**config.mk**
```make
export PLATFORM = sky130hd
export DESIGN_NAME = status_event_reporting
export DESIGN_NICKNAME = d
export VERILOG_FILES = /design/src/common/status_event_pkg.sv /design/src/hdl/status_event_reporting.sv
export VERILOG_INCLUDE_DIRS = /design/src /design/src/common
export SDC_FILE = /design/constraint.sdc
export NUM_CORES = 1
export LEC_CHECK = 0
export BUFFER_PORTS_ARGS = -buffer_cell sky130_fd_sc_hd__buf_4
export CORE_AREA = 2 2 113 115
export DETAILED_ROUTE_END_ITERATION = 10
export DIE_AREA = 0 0 115 117
export PLACE_DENSITY = 0.75
export SLEW_MARGIN = 10
export SYNTH_ARGS = -nofsm -noshare
export SYNTH_HDL_FRONTEND = slang
export SYNTH_SLANG_ARGS = --single-unit
```
**constraint.sdc**
```tcl
create_clock -name mclk -period 1.43 [get_ports mclk]
set_input_delay 0.0715 -clock mclk [delete_from_list [all_inputs] [get_ports mclk]]
set_output_delay 0.0715 -clock mclk [all_outputs]
set_load 0.05 [all_outputs]
```
**src/common/status_event_map.svh**
```systemverilog
`ifndef STATUS_EVENT_MAP_SVH
`define STATUS_EVENT_MAP_SVH
// Status byte bit positions
`define SB_OPER_BIT 7
`define SB_MSS_BIT 6
`define SB_ESB_BIT 5
`define SB_MAV_BIT 4
`define SB_QUES_BIT 3
`define SB_ERRQ_BIT 2
`define SB_BUSY_BIT 1
`define SB_FAULT_BIT 0
// Standard event latch bit positions
`define LAT_PON_BIT 7
`define LAT_LKEY_BIT 6
`define LAT_CMD_BIT 5
`define LAT_EXE_BIT 4
`define LAT_CFG_BIT 3
`define LAT_QRY_BIT 2
`define LAT_UNUSED_BIT 1
`define LAT_OPC_BIT 0
// Widths
`define BYTE_W 8
`define GRP_W 16
// Reset values
`define LAT_RST 8'h80
`define ESE_RST 8'h00
`define SRE_RST 8'h00
`define ENA_RST 16'h0000
`define COND_RST 16'h0000
`define SRE_MASK 8'hbf
`endif

```
**src/common/status_event_pkg.sv**
```systemverilog
`default_nettype none
package status_event_pkg;
  typedef enum logic [3:0] {
    CMD_CLS = 4'h0,
    CMD_SBYTE_Q = 4'h1,
    CMD_SRE_W = 4'h2,
    CMD_SRE_Q = 4'h3,
    CMD_LATCH_Q = 4'h4,
    CMD_ESE_W = 4'h5,
    CMD_ESE_Q = 4'h6,
    CMD_OPER_COND_Q = 4'h7,
    CMD_OPER_EVT_Q = 4'h8,
    CMD_OPER_ENA_W = 4'h9,
    CMD_OPER_ENA_Q = 4'ha,
    CMD_QUES_COND_Q = 4'hb,
    CMD_QUES_EVT_Q = 4'hc,
    CMD_QUES_ENA_W = 4'hd,
    CMD_QUES_ENA_Q = 4'he
  } cmd_t;
  typedef struct packed {
    cmd_t code;
    logic [15:0] data;
  } host_cmd_t;
  typedef struct packed {
    logic local_key_event;
    logic cmd_err;
    logic exec_err;
    logic configuration_fault_event;
    logic query_err;
    logic op_complete;
  } std_events_t;
  typedef struct packed {
    logic msg_waiting;
    logic error_queue_nonempty;
    logic panel_busy;
    logic source_fault;
  } inst_levels_t;
endpackage
`default_nettype wire

```
**src/hdl/status_event_reporting.sv**
```systemverilog
// Overview of operation
// - Status byte returned on status byte query
// - Clear command empties event latch, group event registers
// - Bit 7 summarises enabled operation events
// - Bit 6 summarises the other status bits enabled by request enable
// - Serial poll bit 6 shows service requested
// - Bit 5 summarises standard event latch
// - Bit 4 set while response data waits
// - Bit 3 summarises enabled questionable events
// - Bit 2 set while error queue nonempty
// - Bit 1 panel busy, bit 0 fault
// - Request enable bits unmask status bits
// - Request enable bit 6 has no effect
// - Byte registers are eight bits wide
// - Event latch read returns then clears
// - Event summary set by enabled latch bits
// - Latch bit 7 power on, 6 key
// - Bits 5,4,3: command, execution, config errors
// - Bit 2 query error, 0 complete, 1 unused
// - Event enable bits unmask latch bits
// - Condition rising edge latches group event
// - Group event feeds summary when enabled
// - Group event read returns then clears
// - Group registers sixteen bits; enable read/write
// - Request enable written 0-255, kept stored
`include "status_event_map.svh"
`default_nettype none
module status_event_reporting (
  // Clock and reset
  input wire logic mclk,
  input wire logic rst,
  // Host command port
  input wire logic cmd_valid,
  output logic cmd_ready,
  input wire status_event_pkg::host_cmd_t cmd,
  output logic rsp_valid,
  input wire logic rsp_ready,
  output logic [15:0] rsp_data,
  // Serial poll
  input wire logic spoll_req,
  output logic spoll_ack,
  output logic [7:0] spoll_byte,
  // Device events and levels
  input wire status_event_pkg::std_events_t std_evt,
  input wire status_event_pkg::inst_levels_t levels,
  input wire logic [15:0] oper_cond,
  input wire logic [15:0] ques_cond,
  // Service request and clear pulse
  output logic srq,
  output logic cls_pulse
);

  ////////////////////////////////////////////////////////////////////////
  // Declarations
  logic [`BYTE_W-1:0] lat_q;
  logic [`BYTE_W-1:0] lat_d;
  logic [`BYTE_W-1:0] lat_set;
  logic [`BYTE_W-1:0] ese_q;
  logic [`BYTE_W-1:0] sre_q;
  logic [`BYTE_W-1:0] sbyte;
  logic [`BYTE_W-1:0] sbyte_raw;
  logic [1:0][`GRP_W-1:0] cond;
  logic [1:0][`GRP_W-1:0] cond_prev_q;
  logic [1:0][`GRP_W-1:0] cond_rise;
  logic [1:0][`GRP_W-1:0] evt_q;
  logic [1:0][`GRP_W-1:0] ena_q;
  logic [1:0] grp_sum;
  logic [1:0] wr_ena;
  logic [1:0] rd_evt;
  logic acc;
  logic is_cls;
  logic wr_sre;
  logic wr_ese;
  logic rd_lat;
  logic bad_cmd;
  logic is_query;
  logic [15:0] qdata;
  logic esb;
  logic mav;
  logic mss;
  logic mss_prev_q;
  logic mss_rise;
  logic rqs_q;
  logic rsp_valid_q;
  logic [15:0] rsp_data_q;
  logic spoll_ack_q;
  logic [7:0] spoll_byte_q;
  logic cls_q;

  assign cond[0] = oper_cond;
  assign cond[1] = ques_cond;

  ////////////////////////////////////////////////////////////////////////
  // Command decode
  assign cmd_ready = !rsp_valid_q;
  assign acc = cmd_valid && cmd_ready;

  always_comb
  begin
    is_cls = 1'b0;
    wr_sre = 1'b0;
    wr_ese = 1'b0;
    rd_lat = 1'b0;
    wr_ena = 2'b00;
    rd_evt = 2'b00;
    bad_cmd = 1'b0;
    is_query = 1'b1;
    qdata = 16'h0000;
    unique case (cmd.code)
      status_event_pkg::CMD_CLS:
      begin
        is_cls = 1'b1;
        is_query = 1'b0;
      end
      status_event_pkg::CMD_SBYTE_Q:
        qdata = {8'h00, sbyte};
      status_event_pkg::CMD_SRE_W:
      begin
        wr_sre = 1'b1;
        is_query = 1'b0;
      end
      status_event_pkg::CMD_SRE_Q:
        qdata = {8'h00, sre_q};
      status_event_pkg::CMD_LATCH_Q:
      begin
        rd_lat = 1'b1;
        qdata = {8'h00, lat_q};
      end
      status_event_pkg::CMD_ESE_W:
      begin
        wr_ese = 1'b1;
        is_query = 1'b0;
      end
      status_event_pkg::CMD_ESE_Q:
        qdata = {8'h00, ese_q};
      status_event_pkg::CMD_OPER_COND_Q:
        qdata = cond[0];
      status_event_pkg::CMD_OPER_EVT_Q:
      begin
        rd_evt[0] = 1'b1;
        qdata = evt_q[0];
      end
      status_event_pkg::CMD_OPER_ENA_W:
      begin
        wr_ena[0] = 1'b1;
        is_query = 1'b0;
      end
      status_event_pkg::CMD_OPER_ENA_Q:
        qdata = ena_q[0];
      status_event_pkg::CMD_QUES_COND_Q:
        qdata = cond[1];
      status_event_pkg::CMD_QUES_EVT_Q:
      begin
        rd_evt[1] = 1'b1;
        qdata = evt_q[1];
      end
      status_event_pkg::CMD_QUES_ENA_W:
      begin
        wr_ena[1] = 1'b1;
        is_query = 1'b0;
      end
      status_event_pkg::CMD_QUES_ENA_Q:
        qdata = ena_q[1];
      default:
      begin
        bad_cmd = 1'b1;
        is_query = 1'b0;
      end
    endcase
  end

  ////////////////////////////////////////////////////////////////////////
  // Operation and questionable groups
  for (genvar g = 0; g < 2; g++)
  begin : grp
    assign cond_rise[g] = cond[g] & ~cond_prev_q[g];
    assign grp_sum[g] = |(evt_q[g] & ena_q[g]);

    always_ff @(posedge mclk)
    begin
      if (rst)
        cond_prev_q[g] <= `COND_RST;
      else
        cond_prev_q[g] <= cond[g];
    end

    // New rising edges survive a read or clear in the same cycle
    always_ff @(posedge mclk)
    begin
      if (rst)
        evt_q[g] <= '0;
      else if (acc && (rd_evt[g] || is_cls))
        evt_q[g] <= cond_rise[g];
      else
        evt_q[g] <= evt_q[g] | cond_rise[g];
    end

    always_ff @(posedge mclk)
    begin
      if (rst)
        ena_q[g] <= `ENA_RST;
      else if (acc && wr_ena[g])
        ena_q[g] <= cmd.data;
    end
  end

  ////////////////////////////////////////////////////////////////////////
  // Standard event latch
  always_comb
  begin
    lat_set = '0;
    lat_set[`LAT_LKEY_BIT] = std_evt.local_key_event;
    lat_set[`LAT_CMD_BIT] = std_evt.cmd_err || (acc && bad_cmd);
    lat_set[`LAT_EXE_BIT] = std_evt.exec_err;
    lat_set[`LAT_CFG_BIT] = std_evt.configuration_fault_event;
    lat_set[`LAT_QRY_BIT] = std_evt.query_err;
    lat_set[`LAT_OPC_BIT] = std_evt.op_complete;
  end

  always_comb
  begin
    if (acc && (rd_lat || is_cls))
      lat_d = lat_set;
    else
      lat_d = lat_q | lat_set;
  end

  // Power-on bit stands set out of reset
  always_ff @(posedge mclk)
  begin
    if (rst)
      lat_q <= `LAT_RST;
    else
      lat_q <= lat_d;
  end

  always_ff @(posedge mclk)
  begin
    if (rst)
      ese_q <= `ESE_RST;
    else if (acc && wr_ese)
      ese_q <= cmd.data[`BYTE_W-1:0];
  end

  always_ff @(posedge mclk)
  begin
    if (rst)
      sre_q <= `SRE_RST;
    else if (acc && wr_sre)
      sre_q <= cmd.data[`BYTE_W-1:0];
  end

  ////////////////////////////////////////////////////////////////////////
  // Status byte and service request
  assign esb = |(lat_q & ese_q);
  assign mav = levels.msg_waiting || rsp_valid_q;

  always_comb
  begin
    sbyte_raw = '0;
    sbyte_raw[`SB_OPER_BIT] = grp_sum[0];
    sbyte_raw[`SB_ESB_BIT] = esb;
    sbyte_raw[`SB_MAV_BIT] = mav;
    sbyte_raw[`SB_QUES_BIT] = grp_sum[1];
    sbyte_raw[`SB_ERRQ_BIT] = levels.error_queue_nonempty;
    sbyte_raw[`SB_BUSY_BIT] = levels.panel_busy;
    sbyte_raw[`SB_FAULT_BIT] = levels.source_fault;
  end

  assign mss = |(sbyte_raw & sre_q & `SRE_MASK);

  always_comb
  begin
    sbyte = sbyte_raw;
    sbyte[`SB_MSS_BIT] = mss;
  end

  assign mss_rise = mss && !mss_prev_q;
  assign srq = rqs_q;

  always_ff @(posedge mclk)
  begin
    if (rst)
      mss_prev_q <= 1'b0;
    else
      mss_prev_q <= mss;
  end

  // A new request wins over the poll that clears the old one
  always_ff @(posedge mclk)
  begin
    if (rst)
      rqs_q <= 1'b0;
    else if (mss_rise)
      rqs_q <= 1'b1;
    else if (spoll_req || (acc && is_cls))
      rqs_q <= 1'b0;
  end

  always_ff @(posedge mclk)
  begin
    if (rst)
    begin
      spoll_ack_q <= 1'b0;
      spoll_byte_q <= 8'h00;
    end
    else
    begin
      spoll_ack_q <= spoll_req;
      if (spoll_req)
      begin
        spoll_byte_q <= sbyte;
        spoll_byte_q[`SB_MSS_BIT] <= rqs_q || mss_rise;
      end
    end
  end

  assign spoll_ack = spoll_ack_q;
  assign spoll_byte = spoll_byte_q;

  ////////////////////////////////////////////////////////////////////////
  // Response register
  always_ff @(posedge mclk)
  begin
    if (rst)
      rsp_valid_q <= 1'b0;
    else if (acc && is_query)
      rsp_valid_q <= 1'b1;
    else if (rsp_ready)
      rsp_valid_q <= 1'b0;
  end

  always_ff @(posedge mclk)
  begin
    if (rst)
      rsp_data_q <= 16'h0000;
    else if (acc && is_query)
      rsp_data_q <= qdata;
  end

  always_ff @(posedge mclk)
  begin
    if (rst)
      cls_q <= 1'b0;
    else
      cls_q <= acc && is_cls;
  end

  assign rsp_valid = rsp_valid_q;
  assign rsp_data = rsp_data_q;
  assign cls_pulse = cls_q;
endmodule // status_event_reporting
`default_nettype wire

```
After elaboration in Yosys (flattened, before gate mapping). Cells that the tools add are included.

Output and inout port bits: 29. Logic and storage cells: 91. Flip-flop bits (word level): 149. Input bits: 67.

Eq/ne operators: 14. Bitwise logic cells: 11. Mux-type cells: 18. Reduce and logical (&&, ||, !) cells: 31.

Operators by type and width (number): case mux 16 bit (10 select lines) (1); bitwise AND 16 bit (4); two-way mux 16 bit (2); inverter 16 bit (2); OR 16 bit (2); OR reduction 16 bit (2); == test 4 bit, second input constant (7); bitwise AND 8 bit (2); == test 4 x 3 -> 1 bit, second input constant (4); OR reduction 15 bit (1); two-way mux 1 bit (14); logical AND 1 bit (12); OR reduction 10 bit (1); == test 4 x 2 -> 1 bit, second input constant (2); two-way mux 8 bit (1); OR 8 x 7 -> 8 bit (1); OR reduction 8 bit (1); logical OR 1 bit (7); OR reduction 7 bit (1); == test 4 x 1 -> 1 bit, second input constant (1); logical NOT 4 bit (1); nonzero test 2 bit (2); logical NOT 1 bit (2); OR reduction 2 bit (1).

Longest topological paths before layout.
Depth in word-level cells: 7. Mapped depth: 8. Gate-level depth less buffers: 6.

Least setup slack after synthesis. No wires, ideal clock.

Kind: register to register. From: reg rsp_valid_q, in the netlist rsp_valid. To: reg evt_q[22] (netlist name). Setup time: 59 ps. Period minus slack after synthesis: 2290 ps. Path slack: -860 ps. Required time: 1371 ps. Arrival: 2231 ps. Buffers on the path: 1. Stages on the path, launching flop included: 7. Path through: dfxtp_1 inv_1 nand2_1 nor3_1 a31oi_1 buf_2 a22o_1.

Longest elaborated chain between the ends: 4.

RTL lines: start, declared (line status_event_reporting.sv:84) `logic rsp_valid_q;`; start signal, assigned (line status_event_reporting.sv:326) `rsp_valid_q <= 1'b0;`; start signal, assigned (line status_event_reporting.sv:328) `rsp_valid_q <= 1'b1;`; start signal, assigned (line status_event_reporting.sv:330) `rsp_valid_q <= 1'b0;`; logical NOT 1 bit (line status_event_reporting.sv:95) `assign cmd_ready = !rsp_valid_q;`; named net cmd_ready (line status_event_reporting.sv:34) `output logic cmd_ready,`; logical AND 1 bit (line status_event_reporting.sv:96) `assign acc = cmd_valid && cmd_ready;`; logical AND 1 bit (line status_event_reporting.sv:192) `else if (acc && (rd_evt[g] || is_cls))`; two-way mux 16 bit (line status_event_reporting.sv:192); end signal, assigned by index (line status_event_reporting.sv:193) `evt_q[g] <= cond_rise[g];`; end signal, assigned by index (line status_event_reporting.sv:195) `evt_q[g] <= evt_q[g] | cond_rise[g];`; end, declared (line status_event_reporting.sv:65) `` logic [1:0][`GRP_W-1:0] evt_q; ``.

The timed path passes the listed nets, and every way through them passes these cells. A chain may end at the register's enable or synchronous reset.

Final worst setup path.
From: reg ena_q[16] (netlist name). To: reg spoll_byte_q[6], in the netlist spoll_byte[6].

Longest elaborated chain between the ends: 6.

RTL lines: start, declared (line status_event_reporting.sv:66) `` logic [1:0][`GRP_W-1:0] ena_q; ``; start signal, assigned by index (line status_event_reporting.sv:201) `` ena_q[g] <= `ENA_RST; ``; start signal, assigned by index (line status_event_reporting.sv:203) `ena_q[g] <= cmd.data;`; bitwise AND 16 bit (line status_event_reporting.sv:177) `assign grp_sum[g] = |(evt_q[g] & ena_q[g]);`; OR reduction 16 bit (line status_event_reporting.sv:177); bitwise AND 8 bit (line status_event_reporting.sv:270) `` assign mss = |(sbyte_raw & sre_q & `SRE_MASK); ``; OR reduction 7 bit (line status_event_reporting.sv:270); logical AND 1 bit (line status_event_reporting.sv:278) `assign mss_rise = mss && !mss_prev_q;`; logical OR 1 bit (line status_event_reporting.sv:313) `` spoll_byte_q[`SB_MSS_BIT] <= rqs_q || mss_rise; ``; end signal, assigned (line status_event_reporting.sv:312) `spoll_byte_q <= sbyte;`; end signal, assigned by index (line status_event_reporting.sv:313); end, declared (line status_event_reporting.sv:87) `logic [7:0] spoll_byte_q;`.

No other way between the ends.

==> impl_metrics.yaml <==
run_status:
  status: "complete, but fails checks"
  violations: "setup timing"
routing:
  first_pass_iters: 7
  ant_nets: 0
  avgViaCountPerCell: 6.05
  drcViolationCount: 0
  routed-via-count: 6688
  wl_um: 27200
  drtIter0Drc: 919
  post_drt_wl_per_cell_um: 24.6
floorplan:
  die_h_um: 117
  num_rows: 41
  dieArea_um2: 13500
  initial_utilization_pct: 49.7
  die_w_um: 115
  core_area_um2: 12300
  ios: 96
synth:
  netlist_instances: 627
  ys.flop_type: "dfxtp_1"
  yosysWarnings: 0
  muxShareOfSynthArea_pct: 10.3
  synthXorXnorAreaFrac_pct: 0
  synthSimpleGateAreaFrac_pct: 16.0
  synthArstFlopShare_pct: 0
  synth_compound_area_share_pct: 19.5
  synth_nets: 694
  avgSynthCellArea_um2: 9.75
  synth_fa_ha_area_share_pct: 0.184
  synth_top_family_by_area: "compound AO/OA/AOI/OAI gates"
  synth_area_um2: 6120
  ys_ff_latch: 148
  ys_types: 51
  ys_seq_area_share_pct: 48.4
  synth-edff-count: 0
global_route:
  grt_overflow_total: 0
  antenna_found_initial: 0
  gr-usage-all-layers_pct: 39.5
  grt_pass1_vias: 6622
  grt_pass1_wl_um: 38900
  grt_max_degree: 52
critical_path:
  cp_max_fo: 3
  r2r-start: "ena_q[16]"
  rr_worst_depth: 7
  worst_ep_required_time_ns: 1.74
  cp_data_arrival_time_ns: 2.11
  worstReg2RegEnd: "spoll_byte[6]"
  end_kind: "flip-flop"
  reg2reg_slack_ns: -0.37
  crit_path_start_kind: "flip-flop"
  path_class: "flip-flop to flip-flop"
sta:
  slew-limit-headroom_pct: 48.1
  max_clock_freq_mhz: 555
  hold_viol: 0
  maxSlewViolCount: 0
  finClkSkew_ns: 0.0154
  fin_crit_sh_pct: 126
  period_minus_slack_ns: 1.80
  final-setup-viol-count: 96
  rsz0062_at_grt: "true"
  hold_ws_ns: 0.0244
  worst_slew_pin_slew_ns: 0.773
  finalWorstSetupSlack_ns: -0.372
final_layout:
  final_area_um2: 10200
  final_cell_mix: "buf_4 (237), dfxtp_1 (137), nor2_1 (84), dlygate4sd3_1 (58), mux2i_1 (51)"
  ff_latch_area_um2: 2980
  multi_input_area_um2: 3300
  syn_to_final_growth_pct: 66.8
  diodes: 0
  final_cells: 1105
  fillCellCount: 693
  layout.nets: 1009
  drive_gt1_share_pct: 42.9
  final_common_cell: "buf_4"
worst_hold_path:
  whs_path_depth: 4
  hold_class: "primary input to flip-flop"
  hold_end: "spoll_byte[1]"
  hold_start: "levels[1]"
placed_design:
  dp_hpwl_um: 17100
  dp.cells: 997
  postPlaceCellArea_um2: 8300
  gp_congestion: 0.972
  place_ws_ns: -0.396
  port_buffers: 95
cts:
  cts_buffer_depth: 2
  clk_latency_ns: 0.44
  path_clk_slew_ns: 0.07
  cts.root.buffer_cell: "clkbuf_16"
  cts_sinks: 148
  cts_made_buffers: 17
  cts_tree: "yes"
  htree_levels: 4
power_and_ir_drop:
  ir_drop_uv: 1090
  pwr_density_cell_nw_per_um2: 1090
  power.leakage_nw: 4.40
flow_run:
  cap_viol_max_count: 0
flip-flops by register name, summed over array words and instances (netlist names):
signal and flops:
lat_q 7, rsp_valid 1, rsp_data 16, spoll_byte 8, cond_prev_q 32, spoll_ack 1, srq 1, cls_pulse 1
evt_q 32, mss_prev_q 1, ena_q 32, ese_q 8, sre_q 8
worst max path at each step:
stage              start             to  slack (ns)  depth (start not counted)
2_1_floorplan  rsp_valid      ena_q[10]       -0.34                          8
3_3_place_gp   evt_q[16]    rsp_data[6]       -0.37                          7
3_5_place_dp   evt_q[16]            srq       -0.40                          7
4_1_cts        ena_q[16]  spoll_byte[6]       -0.27                          7
5_1_grt        ena_q[16]  spoll_byte[6]       -0.38                          7
6_report       ena_q[16]  spoll_byte[6]       -0.37                          7
report_power, final:
group / switching, mW / internal (mW) / leakage (nW) / total [mW]
sequential: 0.166 / 4.35 / 1.22 / 4.52
clock: 1.98 / 2.49 / 0.288 / 4.47
combinational: 1.09 / 1.02 / 2.89 / 2.11
per-stage QoR:
stage                     utilization (%)  power [mW]  setup TNS (ns)
after global routing                 82.9        11.4          -19.11
final                                82.9        11.1          -13.49
after detailed placement             67.4        6.21          -13.83
after floorplan                         -        5.35          -20.53
after CTS                            80.3        10.8           -7.59
after global placement               67.4        6.18          -12.35
cell usage after synthesis, drive strengths merged (5+ instances only):
master	instances	area share (%)
a22o	43	6.2
buf	27	2.6
a22oi	24	2.9
a222oi	6	0.98
nor3	19	1.9
mux2i	62	10
inv	37	2.3
nor2b	41	4.2
a21oi	12	0.98
nand2	10	0.61
clkbuf	12	0.74
nor2	93	5.7
a211oi	5	0.61
o21ai	9	0.74
nand2b	6	0.61
a221oi	20	4.0
and3	6	0.61
dfxtp	148	48
nand3	11	0.90
cell type report:
class	count	area share [%]
Tap cell	150	1.84
Timing Repair Buffer	335	29.5
Inverter	37	1.45
Clock buffer	18	4.30
Multi-Input combinational cell	403	32.3
Sequential cell	148	29.2
Clock inverter	14	1.42
cells by family after synthesis:
logic type	after synthesis
buffers and inverters	76
AND/OR/NAND/NOR	197
multiplexers	63
adder cells (fa/ha/maj)	1
AO/OA/AOI/OAI	142
flip-flops	148
per-layer routing:
layer	global-route usage [%]	part of all wire (%)
met4	15.7	4.3
met3	9.22	9.6
met2	64.4	47
met1	51.1	39
met5	0	0
critical path, cell delays in order, from the launching register on:
cell	delay (ns)
dfxtp_2	0.32
a22o_1	0.25
a221oi_2	0.28
buf_4	0.17
and4_4	0.25
nand2b_4	0.15
and4_4	0.22
a2111oi_2	0.04
repair_timing:
item,4_1_cts,5_1_grt
cloned,4,1
endpoints found under the setup margin,92,100
pin swaps,48,38
resized for setup,73,51
buffers inserted,6,7
hold buffers,58,0
endpoints found under the hold margin,92,0
(Power assumes the default switching activity.)
